--- src/hw/tone_osc_params.svh ---
// Purpose: Named constants for the dual tone oscillator control block
// Assumes: Included by the design modules
// Notes: Offsets are register numbers on the byte-wide register port
`ifndef TONE_OSC_PARAMS_SVH
`define TONE_OSC_PARAMS_SVH

// ==========================================================
// Register offsets
`define TONE_A_CTRL_ADDR 8'h20
`define TONE_B_CTRL_ADDR 8'h21

// ==========================================================
// Control register field positions
`define CTRL_STATUS_BIT 7
`define CTRL_RELOAD_BIT 6
`define CTRL_ZC_BIT 5
`define CTRL_ON_EN_BIT 4
`define CTRL_OFF_EN_BIT 3
`define CTRL_ENABLE_BIT 2
`define CTRL_ROUTE_HI 1
`define CTRL_ROUTE_LO 0
`define ROUTE_TX_BIT 0
`define ROUTE_RX_BIT 1

// ==========================================================
// Reset values and writable masks
`define CTRL_RESET 8'h00
`define TONE_A_WMASK 8'h7F
`define TONE_B_WMASK 8'h3F
`define RDATA_RESET 8'h00

// ==========================================================
// Timing: one timer step is 125 us, the clock period is 10 ns
`define TONE_TICK_NS 125000
`define TONE_CLK_NS 10
`define TONE_TICK_CYCLES (`TONE_TICK_NS / `TONE_CLK_NS)
`define CNT_WIDTH 16
`define CNT_ONE 16'h0001
`define CNT_ZERO 16'h0000

`endif

--- src/hw/tone_osc_pkg.sv ---
// Purpose: Shared types for the dual tone oscillator control block
// Assumes: Constants live in tone_osc_params.svh
// Notes: Sequencer state of one oscillator
package tone_osc_pkg;

  // ==========================================================
  // Oscillator sequence states
  typedef enum logic [2:0] {
    SEQ_IDLE,
    SEQ_ON,
    SEQ_DRAIN,
    SEQ_OFF,
    SEQ_DONE
  } seq_state_e;

endpackage

--- src/hw/tone_osc_control.sv ---
// How it works
// - Status bit 7 shows oscillator output active
// - Oscillator one without reload stops after inactive timer expiry; oscillator two always restarts
// - With reload, restart and keep generating output
// - Zero-cross stop ends at next zero crossing
// - Zero-cross off ends signal at timer expiry
// - Oscillator two zero-cross stop works the same
// - Active timer enable bounds the on interval
// - Inactive timer enable bounds the off interval
// - Enable bit turns each oscillator on or off
// - Two-bit route: none, transmit, receive, both
// - Oscillator two has its own status bit
// - Timer expiry interrupts gated by enable bits
//
// Purpose: Control and status registers for two tone oscillators
// Assumes: Timer counts, zero crossings and interrupt enables come from
//   neighbouring logic; reg port is a byte-wide single-cycle port
// Notes: Timer step is 125 us, produced by a divider from the 100 MHz clock
`include "tone_osc_params.svh"

module tone_osc_control
  import tone_osc_pkg::*;
#(
  parameter logic [15:0] TICK_CYCLES = 16'(`TONE_TICK_CYCLES)
) (
  // Clock and reset
  input wire logic clk,
  input wire logic rst,
  // Register port
  input wire logic [7:0] reg_addr,
  input wire logic [7:0] reg_wdata,
  input wire logic reg_write,
  input wire logic reg_read,
  output logic [7:0] reg_rdata,
  // Interval lengths in timer steps
  input wire logic [15:0] tone_a_on_count,
  input wire logic [15:0] tone_a_off_count,
  input wire logic [15:0] tone_b_on_count,
  input wire logic [15:0] tone_b_off_count,
  // Zero crossing pulses from the waveform generators
  input wire logic tone_a_zero_cross,
  input wire logic tone_b_zero_cross,
  // Interrupt enables
  input wire logic tone_a_on_timer_irq_enable,
  input wire logic tone_a_off_timer_irq_enable,
  input wire logic tone_b_on_timer_irq_enable,
  input wire logic tone_b_off_timer_irq_enable,
  // Output routing
  output logic tone_a_tx_on,
  output logic tone_a_rx_on,
  output logic tone_b_tx_on,
  output logic tone_b_rx_on,
  // Status
  output logic tone_a_signal_active,
  output logic tone_b_signal_active,
  output logic tone_a_param_reload,
  // Interrupt event pulses
  output logic tone_a_on_timer_irq,
  output logic tone_a_off_timer_irq,
  output logic tone_b_on_timer_irq,
  output logic tone_b_off_timer_irq
);

  // ==========================================================
  // Declarations
  logic [7:0] ctrl_a_r, ctrl_a_nxt;
  logic [7:0] ctrl_b_r, ctrl_b_nxt;
  logic [7:0] rdata_r, rdata_nxt;
  logic [15:0] div_r, div_nxt;
  logic tick_r, tick_nxt;
  logic a_act, a_on_exp, a_off_exp;
  logic b_act, b_on_exp, b_off_exp;
  logic [10:0] out_r, out_nxt;
  logic sel_a, sel_b;

  assign sel_a = (reg_addr == `TONE_A_CTRL_ADDR);
  assign sel_b = (reg_addr == `TONE_B_CTRL_ADDR);

  // ==========================================================
  // Timer step divider
  always_comb begin
    tick_nxt = 1'b0;
    div_nxt = div_r + 16'h0001;
    if (div_r >= TICK_CYCLES - 16'h0001) begin
      div_nxt = 16'h0000;
      tick_nxt = 1'b1;
    end
  end

  // Divider registers
  always_ff @(posedge clk or posedge rst) begin
    if (rst) begin
      div_r <= 16'h0000;
      tick_r <= 1'b0;
    end else begin
      div_r <= div_nxt;
      tick_r <= tick_nxt;
    end
  end

  // ==========================================================
  // Control registers and read data
  always_comb begin
    ctrl_a_nxt = ctrl_a_r;
    ctrl_b_nxt = ctrl_b_r;
    rdata_nxt = rdata_r;
    if (reg_write && sel_a) begin
      ctrl_a_nxt = reg_wdata & `TONE_A_WMASK; // Status bit not writable
    end
    if (reg_write && sel_b) begin
      ctrl_b_nxt = reg_wdata & `TONE_B_WMASK;
    end
    if (reg_read) begin
      if (sel_a) begin
        rdata_nxt = {a_act, ctrl_a_r[`CTRL_RELOAD_BIT:`CTRL_ROUTE_LO]};
      end else if (sel_b) begin
        rdata_nxt = {b_act, 1'b0, ctrl_b_r[`CTRL_ZC_BIT:`CTRL_ROUTE_LO]};
      end else begin
        rdata_nxt = `RDATA_RESET;
      end
    end
  end

  // Register bank
  always_ff @(posedge clk or posedge rst) begin
    if (rst) begin
      ctrl_a_r <= `CTRL_RESET;
      ctrl_b_r <= `CTRL_RESET;
      rdata_r <= `RDATA_RESET;
    end else begin
      ctrl_a_r <= ctrl_a_nxt;
      ctrl_b_r <= ctrl_b_nxt;
      rdata_r <= rdata_nxt;
    end
  end

  assign reg_rdata = rdata_r;

  // ==========================================================
  // Oscillator sequencers
  tone_sequencer #(
    .HAS_RELOAD(1'b1)
  ) u_seq_a (
    .clk(clk),
    .rst(rst),
    .tick(tick_r),
    .enable(ctrl_a_r[`CTRL_ENABLE_BIT]),
    .on_timer_enable(ctrl_a_r[`CTRL_ON_EN_BIT]),
    .off_timer_enable(ctrl_a_r[`CTRL_OFF_EN_BIT]),
    .zero_cross_stop(ctrl_a_r[`CTRL_ZC_BIT]),
    .auto_reload(ctrl_a_r[`CTRL_RELOAD_BIT]),
    .zero_cross(tone_a_zero_cross),
    .on_count(tone_a_on_count),
    .off_count(tone_a_off_count),
    .active(a_act),
    .on_expire(a_on_exp),
    .off_expire(a_off_exp)
  );

  tone_sequencer #(
    .HAS_RELOAD(1'b0)
  ) u_seq_b (
    .clk(clk),
    .rst(rst),
    .tick(tick_r),
    .enable(ctrl_b_r[`CTRL_ENABLE_BIT]),
    .on_timer_enable(ctrl_b_r[`CTRL_ON_EN_BIT]),
    .off_timer_enable(ctrl_b_r[`CTRL_OFF_EN_BIT]),
    .zero_cross_stop(ctrl_b_r[`CTRL_ZC_BIT]),
    .auto_reload(1'b0),
    .zero_cross(tone_b_zero_cross),
    .on_count(tone_b_on_count),
    .off_count(tone_b_off_count),
    .active(b_act),
    .on_expire(b_on_exp),
    .off_expire(b_off_exp)
  );

  // ==========================================================
  // Registered outputs: routing, status, reload and interrupts
  always_comb begin
    out_nxt[0] = a_act & ctrl_a_r[`ROUTE_TX_BIT];
    out_nxt[1] = a_act & ctrl_a_r[`ROUTE_RX_BIT];
    out_nxt[2] = b_act & ctrl_b_r[`ROUTE_TX_BIT];
    out_nxt[3] = b_act & ctrl_b_r[`ROUTE_RX_BIT];
    out_nxt[4] = a_act;
    out_nxt[5] = b_act;
    out_nxt[6] = a_off_exp & ctrl_a_r[`CTRL_RELOAD_BIT];
    out_nxt[7] = a_on_exp & tone_a_on_timer_irq_enable;
    out_nxt[8] = a_off_exp & tone_a_off_timer_irq_enable;
    out_nxt[9] = b_on_exp & tone_b_on_timer_irq_enable;
    out_nxt[10] = b_off_exp & tone_b_off_timer_irq_enable;
  end

  // Output flops
  always_ff @(posedge clk or posedge rst) begin
    if (rst) begin
      out_r <= 11'h000;
    end else begin
      out_r <= out_nxt;
    end
  end

  assign tone_a_tx_on = out_r[0];
  assign tone_a_rx_on = out_r[1];
  assign tone_b_tx_on = out_r[2];
  assign tone_b_rx_on = out_r[3];
  assign tone_a_signal_active = out_r[4];
  assign tone_b_signal_active = out_r[5];
  assign tone_a_param_reload = out_r[6];
  assign tone_a_on_timer_irq = out_r[7];
  assign tone_a_off_timer_irq = out_r[8];
  assign tone_b_on_timer_irq = out_r[9];
  assign tone_b_off_timer_irq = out_r[10];
endmodule

--- src/hw/tone_sequencer.sv ---
// Purpose: On/off interval sequencer of one tone oscillator
// Assumes: tick is a one-cycle pulse every timer step
// Notes: HAS_RELOAD selects whether the off expiry restarts only on reload
`include "tone_osc_params.svh"

module tone_sequencer
  import tone_osc_pkg::*;
#(
  parameter bit HAS_RELOAD = 1'b1
) (
  // Clock and reset
  input wire logic clk,
  input wire logic rst,
  // Control
  input wire logic tick,
  input wire logic enable,
  input wire logic on_timer_enable,
  input wire logic off_timer_enable,
  input wire logic zero_cross_stop,
  input wire logic auto_reload,
  input wire logic zero_cross,
  input wire logic [`CNT_WIDTH-1:0] on_count,
  input wire logic [`CNT_WIDTH-1:0] off_count,
  // Status
  output logic active,
  output logic on_expire,
  output logic off_expire
);

  seq_state_e state_r, state_nxt;
  logic [`CNT_WIDTH-1:0] cnt_r, cnt_nxt;
  logic restart;

  // Osc with no reload option always cycles when both timers run
  assign restart = HAS_RELOAD ? auto_reload : 1'b1;
  assign active = (state_r == SEQ_ON) || (state_r == SEQ_DRAIN);

  // ==========================================================
  // Next state and interval count
  always_comb begin
    state_nxt = state_r;
    cnt_nxt = cnt_r;
    on_expire = 1'b0;
    off_expire = 1'b0;
    if (!enable) begin
      state_nxt = SEQ_IDLE;
    end else begin
      unique case (state_r)
        SEQ_IDLE: begin
          state_nxt = SEQ_ON;
          cnt_nxt = on_count;
        end
        SEQ_ON: begin
          if (on_timer_enable && tick) begin
            if (cnt_r <= `CNT_ONE) begin
              on_expire = 1'b1;
              if (zero_cross_stop) begin
                state_nxt = SEQ_DRAIN;
              end else if (off_timer_enable) begin
                state_nxt = SEQ_OFF;
                cnt_nxt = off_count;
              end else begin
                state_nxt = SEQ_DONE;
              end
            end else begin
              cnt_nxt = cnt_r - `CNT_ONE;
            end
          end
        end
        SEQ_DRAIN: begin
          if (zero_cross) begin
            state_nxt = off_timer_enable ? SEQ_OFF : SEQ_DONE;
            cnt_nxt = off_count;
          end
        end
        SEQ_OFF: begin
          if (off_timer_enable && tick) begin
            if (cnt_r <= `CNT_ONE) begin
              off_expire = 1'b1;
              if (restart) begin
                state_nxt = SEQ_ON;
                cnt_nxt = on_count;
              end else begin
                state_nxt = SEQ_DONE;
              end
            end else begin
              cnt_nxt = cnt_r - `CNT_ONE;
            end
          end
        end
        SEQ_DONE: begin
          state_nxt = SEQ_DONE;
        end
      endcase
    end
  end

  // State registers
  always_ff @(posedge clk or posedge rst) begin
    if (rst) begin
      state_r <= SEQ_IDLE;
      cnt_r <= `CNT_ZERO;
    end else begin
      state_r <= state_nxt;
      cnt_r <= cnt_nxt;
    end
  end

endmodule

--- config.mk ---
export PLATFORM = sky130hd
export DESIGN_NAME = tone_osc_control
export DESIGN_NICKNAME = d
export VERILOG_FILES = /design/src/hw/tone_osc_pkg.sv /design/src/hw/tone_osc_control.sv /design/src/hw/tone_sequencer.sv
export VERILOG_INCLUDE_DIRS = /design/src /design/src/hw
export SDC_FILE = /design/constraint.sdc
export NUM_CORES = 1
export LEC_CHECK = 0
export ABC_AREA = 1
export BUFFER_PORTS_ARGS = -buffer_cell sky130_fd_sc_hd__buf_2
export CORE_MARGIN = 2
export CORE_UTILIZATION = 61
export CTS_CLUSTER_SIZE = 28
export DETAILED_ROUTE_END_ITERATION = 8
export MAX_ROUTING_LAYER = met4
export PLACE_DENSITY_LB_ADDON = 0.08
export SLEW_MARGIN = 20
export SYNTH_ARGS = -nofsm -noshare
export SYNTH_HDL_FRONTEND = slang
export SYNTH_HIERARCHICAL = 1
export SYNTH_SLANG_ARGS = --single-unit
--- constraint.sdc ---
create_clock -name clk -period 3.6 [get_ports clk]
set_clock_uncertainty 0.2 [all_clocks]
set_input_delay 0.18 -clock clk [delete_from_list [all_inputs] [get_ports clk]]
set_output_delay 0.18 -clock clk [all_outputs]
set_load 0.03 [all_outputs]
Word-level counts from Yosys, hierarchy flattened
Cells that the tools add are included.

Register bits: 87. Bits of input ports: 90. Word-level logic and storage cells: 126.

$add $sub $neg: 3. Magnitude comparators: 3. Equal/unequal tests: 31. Multiplexer cells: 54. Bitwise gates (word level): 9. Reduce and logical (&&, ||, !) cells: 16.

Operators by type and width (count): $mux W16 (16); $pmux W16 S4 (2); $mux W3 (17); $ne A3 B3 Y1 const B (11); $le A16 B1 Y1 const B (2); $sub A16 B1 Y16 const B (2); $pmux W3 S5 (2); $add A16 B1 Y16 const B (1); $eq A8 B6 Y1 const B (2); $ge A16 B14 Y1 const B (1); $mux W8 (2); $mux W1 (15); $eq A3 B2 Y1 const B (4); $ne A3 B2 Y1 const B (4); $reduce_and A5 Y1 (2); $and A1 B1 Y1 (9); $ne A2 B2 Y1 const B (4); $reduce_and A8 Y1 (1); $reduce_bool A4 Y1 (2); $reduce_and A7 Y1 (1); $eq A3 B1 Y1 const B (2); $eq A3 B3 Y1 const B (2); $logic_and A1 B1 Y1 (6); $logic_not A3 Y1 (2); 2 further kinds (4).

Logic depth before layout (Yosys ltp)
Gate-level depths: netlist (run 1).

Word-level depth: 6. Depth in mapped cells: 12. Gate-level depth less buffers: 12.

Hierarchy
The synthesis (run 1) kept the hierarchy.

By module, submodules not included: tone_osc_control (times used 1, cells each 276, area each 2280.9 um^2, sequential area each 1226.2 um^2); tone_sequencer (u_seq_a) (times used 1, cells each 340, area each 1951.9 um^2, sequential area each 475.5 um^2); tone_sequencer (u_seq_b) (times used 1, cells each 292, area each 1785.5 um^2, sequential area each 475.5 um^2).

Worst setup path before layout (run 1)
No wires, ideal clock.

Path type: reg2reg. Start point: register u_seq_b.cnt_r[0]. End point: register u_seq_b.cnt_r[15]. Setup time: 118 ps. Arrival time: 1588 ps. Setup slack: 1694 ps. Cell stages (with the launch flop): 13. Cell sequence: dfrtp_1 > inv_1 > ha_1 > nor2_1 > nor2_4 > nand3_4 > nand2_1 > inv_2 > buf_2 > nand3_1 > nand2_1 > nor2_1 > nor2_2.

Cells in the longest elaborated chain, start to end: 4. Elaborated cells between the ends (all ways): 10. Classes of those cells: add/sub: 1; order compare: 1; eq/ne: 2; mux: 5; reduce/logical: 1.

Ends and longest elaborated chain: from (decl) (RTL line tone_sequencer.sv:31) `` logic [`CNT_WIDTH-1:0] cnt_r, cnt_nxt; ``; from (signal assigned) (RTL line tone_sequencer.sv:102) `` cnt_r <= `CNT_ZERO; ``; from (signal assigned) (RTL line tone_sequencer.sv:105) `cnt_r <= cnt_nxt;`; $sub A16 B1 Y16 (no source line) / $le A16 B1 Y1 (equally long branches); $mux W16 (on tied branches) (RTL line tone_sequencer.sv:78, tone_sequencer.sv:55); $mux W16 (on tied branches) (RTL line tone_sequencer.sv:77, tone_sequencer.sv:54); $pmux W16 S4 (RTL line tone_sequencer.sv:48) `unique case (state_r)`.

Several ways; a longest one is shown, not always the timed one. The select of a mux whose other input is x is not followed. A chain may end at the register's enable or synchronous reset.

Worst setup path after layout (run 1)
Start point: register u_seq_b.cnt_r[0]. End point: register u_seq_b.cnt_r[8].

The elaborated chain is that of the path after synthesis.

==> results of run 1 <==
## registers in the layout (all words and copies together) (netlist names)
name / count
ctrl_a_r: 7
ctrl_b_r: 6
div_r: 16
out_r: 11
reg_rdata: 8
tick_r: 1
u_seq_a/cnt_r: 16
u_seq_a/state_r: 3
u_seq_b/cnt_r: 16
u_seq_b/state_r: 3
## metrics by stage
stage | power (W) | cells | hold slack (ns)
after floorplan | 0.00204 | 909 | -0.0689
after global placement | 0.00224 | 1135 | 0.162
after detailed placement | 0.00226 | 1135 | 0.171
after CTS | 0.00301 | 1227 | 0.0525
after global routing | 0.00324 | 1227 | 0.102
final | 0.00303 | 1227 | 0.0745
## cells in the mapped netlist (all sizes together)
library cell / instances
xnor2: 5
nand3b: 6
and2: 1
nand2: 353
nand3: 66
inv: 85
xor2: 11
ha: 5
clkbuf: 2
nor3: 6
nor2: 194
o21bai: 5
a21o: 1
nand4: 9
conb: 1
o211ai: 1
o2111ai: 1
or2: 3
dfrtp: 87
a21boi: 1
a21oi: 12
buf: 13
nor4: 2
o21ai: 38
## worst max-delay path: cells and delay by family (launching register included)
kind,cells,cell delay [ns]
and+or+nand+nor,8,1.32
buffers and inverters,2,0.65
DFF,1,0.38
adders and majority gates,1,0.27
## cells by family (layout without fill, tap and decap cells)
kind of cell             after synthesis  count (layout)  share of synthesized area
flip-flops                            87              87                      0.362
other                                  1               2                   0.000623
AO/OA/AOI/OAI                         59              59                     0.0593
adder cells (fa/ha/maj)                5               5                     0.0104
AND/OR/NAND/NOR                      640             640                      0.470
XOR/XNOR                              16              16                     0.0233
buffers and inverters                100             285                     0.0751
## worst paths after layout
path                                     end  slack [ns]
setup / recovery            u_seq_b/cnt_r[8]        0.66
hold reg to reg                 reg_rdata[7]        0.28
hold / removal             u_seq_a/cnt_r[14]        0.07
min in group asynchronous        ctrl_b_r[1]        0.36
setup reg to reg            u_seq_b/cnt_r[8]        0.66
max in group asynchronous  u_seq_a/cnt_r[11]        2.30
## layout make-up
type                       instances  area share
clock buffer                      11      0.0187
inverter                          85      0.0433
clock inverter                     4     0.00743
timing repair buffer             185       0.173
sequential                        87       0.287
tap                              133      0.0220
multi-input combinational        722       0.448
## power by group through the flow
stage                     clock, W  combinational (W)  sequential [W]
final                     0.000697           0.000918         0.00141
after global routing      0.000749            0.00106         0.00144
after CTS                 0.000717           0.000896         0.00140
after detailed placement         0           0.000840         0.00142
after global placement           0           0.000820         0.00142
after floorplan                  0           0.000677         0.00136
## what timing repair did
action / CTS / global route
hold endpoints to repair: 146 / 0
setup buffers: 0 / 0
hold buffers: 77 / 0
## layer usage
| metal | track usage | vias to the layer above |
|---|---|---|
| met5 | - | - |
| met2 | 0.513 | 206 |
| met1 | 0.387 | 2771 |
| li1 | - | 3187 |
| met4 | 0.0810 | 0 |
| met3 | 0.0504 | 23 |
==> flow_summary_export.csv, run 1 <==
group,metric,value,unit
min_path,min_path_cells,7,
cts,cts_buffers,9,
die,dieHeight,103,um
cts,tritoncts_num_sinks,87,
cts,cts.reportedPaths.clkPinSlew,0.09,ns
sta,post-route-min-period,2.94,ns
synthesis,synth_area_per_cell,6.63,um^2
place,pre_cts_slack,1.29,ns
place,hpwl,10100,um
cells_and_area,antenna_cells_inserted,0,
cells_and_area,multi_input_area,0.00339,mm^2
pwr,power_per_cell_area,399,mW/mm^2
cts,clock_tree.htree_level_count,3,
synthesis,synth.yosys.seq_area_share,0.362,
sta,number_of_pins_with_negative_max_slew_slack_in_the_final_report,0,
cells_and_area,final_standard_cell_utilization_of_the_core,0.782,
cts,ctsResizeCount,0,
cells_and_area,most-common-layout-cells,"nand2_1, nor2_1, buf_2",
min_path,hold_path_class,"in -> reg",
synthesis,synth-warning-count,6,
setup_path,critical-path-top-cell-by-count,"nor2_1",
cts,cts_tree,"done",
setup_path,rr_startpoint,"u_seq_b/cnt_r[0]",
routing,wl,15200,um
die,floorplan.initialDensity,0.621,
routing,detailedRoute.firstPassIterationCount,7,
cts,clock_tree_root_driver_cell,"clkbuf_8",
cells_and_area,layout.cells.most_common,"nand2_1",
pwr,comb_power_share,0.303,
place,placed_area,0.00661,mm^2
cts,clk_path_buf_depth,2,
cells_and_area,num-nets-final,1185,
place,globalplace.congestion,0.933,
sta,fmaxAchievable,341,MHz
global_route,number_of_antenna_violations_at_the_first_check_in_global_routing,0,
pwr,netSwitchingFraction,0.378,
sta,setup_tns_after_final_layout,0,ns
die,core-area,0.00968,mm^2
global_route,grtUsageTotal,0.306,
routing,wl_per_cell,12.4,um
pwr,vdd_drop_max,0.306,mV
die,die_area,0.0107,mm^2
flow_run,cap_violations,0,
routing,vias,6187,
setup_path,timing_worst_setup_path_type,"reg -> reg",
synthesis,post_synth_inst_count,908,
synthesis,ys_top_cells_by_area,"dfrtp_1, nand2_1, nor2_1, nand3_1, inv_1",
setup_path,worst_setup_path_startpoint,"u_seq_b/cnt_r[0]",
routing,routed.top_layer,"met4",
synthesis,ys_ff_latch,87,
die,die_x,103,um
setup_path,timing.critical_path.slowest_stage_cell,"dlygate4sd3_1",
pwr,p_int,0.00188,W
sta,worst_pin_slew,0.831,ns
sta,setup_ws,0.664,ns
global_route,via_count_of_the_first_global_routing_pass,5659,
sta,fin_crit_sh,0.816,
synthesis,yosysTopAreaCellShare,0.362,
routing,dr.first_iter.drc_count,309,
global_route,maximum_number_of_pins_on_one_net_before_global_route_repair,50,
pwr,power.net_switching,0.00115,W
sta,grt_setup_unrepaired,"no",
setup_path,setup.worst_path.start_class,"register",
routing,antenna_violating_nets_post_route,0,
setup_path,worst_ep_arrival_time,2.99,ns
sta,relSlewSlack,0.446,
setup_path,worstPathCellList,"inv_1 -> ha_1 -> nor2_1 -> nor2_4 -> nand4_4 -> nor2_2 -> nor2_4 -> nand2_1 -> nor2_1 -> dlygate4sd3_1 -> nor2_1",
synthesis,ys_types,44,
pwr,clock_power_share,0.230,
routing,vias_per_cell,5.04,
cells_and_area,filler_cell_count,776,
cells_and_area,layout.area.seq,0.00218,mm^2
global_route,grt_pass1_wl,25000,um
routing,wl_met2,7320,um
pwr,share_seq_of_total_power,0.466,
place,portBuffers,107,
die,floorplan.rows,36,
setup_path,worstRegToRegCells,11,
cts,worstSkewPairLatency,0.36,ns
routing,met3RoutedLength,839,um
synthesis,synthesis.area,0.00602,mm^2
setup_path,worst_setup_path_end_kind,"register",
pwr,p_leak,4.02,nW
sta,hold_viol_final,0,
synthesis,synth.largest_area_cell,"dfrtp_1",
run_status,run_status,"completed",
min_path,min_from,"tone_a_on_count[14]",
setup_path,crit_path_max_incr_delay,0.56,ns
routing,number_of_drc_violations_after_detailed_routing,0,
routing,m1WireLength,6840,um
global_route,grt_overflow,0,
cells_and_area,design_area,0.00758,mm^2
cells_and_area,syn2layout_area_growth,25.9,%
setup_path,cp_data_required_time,3.66,ns
cells_and_area,drive_above_1_share,0.183,
die,boundaryPins,109,
setup_path,worst-path-max-fanout,32,
sta,final-setup-viol-count,0,
No activity file was read; power rests on OpenSTA's default activity.
==> run 2: changes to the inputs <==
CORE_UTILIZATION = 57   (was 61)
clock period = 3 ns   (was 3.6 ns; I/O delays follow)
==> run 2 against run 1 <==
Flip-flop and latch count is the same. Critical path type unchanged. Final cell count rose by 0.90%. Fmax up 5.1%. Sequential share of layout area down 0.53 points. Hold slack worse by 0.062 ns. Highest routed layer unchanged.
==> flow_summary_export.csv, run 2 (synthesis results as in run 1) <==
group,metric,value,unit
sta,relSlewSlack,0.454,
pwr,share_seq_of_total_power,0.447,
global_route,grt_pass1_wl,26700,um
cts,cts_buffers,9,
setup_path,worst_setup_path_end_kind,"register",
die,boundaryPins,109,
run_status,run_status,"completed",
sta,final-setup-viol-count,0,
flow_run,cap_violations,0,
place,pre_cts_slack,0.630,ns
place,globalplace.congestion,0.916,
setup_path,setup.worst_path.start_class,"register",
die,die_area,0.0114,mm^2
routing,met3RoutedLength,912,um
pwr,power_per_cell_area,491,mW/mm^2
cells_and_area,filler_cell_count,855,
cells_and_area,most-common-layout-cells,"nand2_1, nor2_1, buf_2",
setup_path,worstPathCellList,"nor2_2 -> nand2_2 -> nor2_4 -> nand2_4 -> o21ai_4 -> nand2_1 -> nand2_1 -> nor2_1 -> dlygate4sd3_1 -> nor2_1",
pwr,power.net_switching,0.00143,W
routing,number_of_drc_violations_after_detailed_routing,0,
cts,cts_tree,"done",
setup_path,timing.critical_path.slowest_stage_cell,"dlygate4sd3_1",
cells_and_area,drive_above_1_share,0.189,
cts,clock_tree_root_driver_cell,"clkbuf_8",
routing,antenna_violating_nets_post_route,0,
cells_and_area,syn2layout_area_growth,28.2,%
cells_and_area,num-nets-final,1192,
routing,vias,6280,
place,hpwl,10300,um
sta,number_of_pins_with_negative_max_slew_slack_in_the_final_report,0,
sta,fmaxAchievable,358,MHz
cts,clock_tree.htree_level_count,3,
cts,clk_path_buf_depth,2,
cells_and_area,reg_top3,"div_r: 16 flops, u_seq_a/cnt_r: 16 flops, u_seq_b/cnt_r: 16 flops",
sta,setup_ws,0.208,ns
setup_path,crit_path_max_incr_delay,0.55,ns
cts,tritoncts_num_sinks,87,
cts,worstSkewPairLatency,0.38,ns
die,dieHeight,107,um
global_route,grt_overflow,0,
cells_and_area,layout.cells.most_common,"nand2_1",
setup_path,timing_worst_setup_path_type,"reg -> reg",
die,core-area,0.0103,mm^2
global_route,grtUsageTotal,0.296,
routing,detailedRoute.firstPassIterationCount,5,
die,floorplan.rows,37,
pwr,comb_power_share,0.294,
routing,wl_met2,7650,um
sta,worst_pin_slew,0.818,ns
sta,setup_tns_after_final_layout,0,ns
pwr,p_leak,4.09,nW
pwr,clock_power_share,0.259,
routing,m1WireLength,6900,um
routing,vias_per_cell,5.07,
pwr,vdd_drop_max,0.314,mV
routing,dr.first_iter.drc_count,440,
min_path,hold_path_class,"in -> reg",
sta,hold_viol_final,0,
cts,cts.reportedPaths.clkPinSlew,0.09,ns
pwr,netSwitchingFraction,0.377,
setup_path,crit_buf_inv,1,
setup_path,worst_ep_arrival_time,2.91,ns
sta,fin_crit_sh,0.931,
die,floorplan.initialDensity,0.586,
sta,grt_setup_unrepaired,"no",
pwr,p_int,0.00236,W
setup_path,cp_data_required_time,3.12,ns
cells_and_area,antenna_cells_inserted,0,
pwr,power.total,0.00379,W
setup_path,timing.critical_path.max_delay_family,"simple AND/OR/NAND/NOR gates",
global_route,number_of_antenna_violations_at_the_first_check_in_global_routing,0,
die,die_x,107,um
routing,wl_per_cell,12.7,um
global_route,via_count_of_the_first_global_routing_pass,6078,
sta,post-route-min-period,2.79,ns
place,portBuffers,107,
setup_path,worst-path-max-fanout,13,
routing,routed.top_layer,"met4",
global_route,maximum_number_of_pins_on_one_net_before_global_route_repair,50,
routing,wl,15700,um
## run 2: changes by cell type in the layout (fill, tap and decap cells not counted), moves of 2 or more
cell,change
inv_8,+2
dlygate4sd3_1,+3
clkinv_4,-3
nand2_1,-2
buf_4,+2
nor2_4,+2
## run 2: layer usage
metal,vias to the layer above,track usage
met2,187,0.493
met5,-,-
met1,2866,0.376
met4,0,0.0881
li1,3204,-
met3,23,0.0444
## run 2: worst register-to-register path: stages, from the launching register on
cell,delay [ns]
dfrtp_1,0.45
nor2_2,0.21
nand2_2,0.13
nor2_4,0.36
nand2_4,0.21
o21ai_4,0.32
nand2_1,0.11
nand2_1,0.08
nor2_1,0.04
dlygate4sd3_1,0.55
nor2_1,0.09
## run 2: cell type report
cell class / count / area, um^2 / area share
Sequential cell: 87 / 2180 / 0.282
Inverter: 85 / 328 / 0.0425
Clock buffer: 10 / 138 / 0.0178
Tap cell: 136 / 170 / 0.0220
Multi-Input combinational cell: 723 / 3430 / 0.444
Clock inverter: 6 / 98.8 / 0.0128
Timing Repair Buffer: 191 / 1380 / 0.179
## run 2: per-stage QoR
stage / instance area (um^2) / instances / util / hold WS, ns
after CTS: 7650 / 1235 / 0.745 / 0.00259
after global placement: 6620 / 1139 / 0.644 / 0.132
final: 7720 / 1238 / 0.751 / 0.0124
after global routing: 7720 / 1238 / 0.751 / 0.0797
after detailed placement: 6620 / 1139 / 0.644 / 0.141
after floorplan: 6020 / 909 / - / -0.0989
## run 2: what timing repair did
action | CTS | global route
hold buffers | 80 | 0
endpoints found under the hold margin | 147 | 0
endpoints found under the setup margin | 0 | 25
setup buffers | 0 | 2
resized for setup | 0 | 6
## run 2: final timing paths
check                               startpoint  slack [ns]                end  depth (start not counted)
max in group asynchronous                  rst        1.77   u_seq_a/cnt_r[9]                          3
hold reg to reg                   reg_rdata[0]        0.28       reg_rdata[0]                          2
min in group asynchronous                  rst        0.30           div_r[0]                          3
setup / recovery              u_seq_a/cnt_r[8]        0.21   u_seq_a/cnt_r[1]                         10
hold / removal             tone_a_on_count[13]        0.01  u_seq_a/cnt_r[13]                          7
setup reg to reg              u_seq_a/cnt_r[8]        0.21   u_seq_a/cnt_r[1]                         10
## run 2: power by group through the flow
stage                     Combinational (W)  Clock, W  Sequential (W)
after CTS                           0.00108  0.000997         0.00168
after global placement             0.000990         0         0.00170
after floorplan                    0.000813         0         0.00163
final                               0.00111  0.000981         0.00169
after global routing                0.00129   0.00104         0.00173
after detailed placement            0.00101         0         0.00170
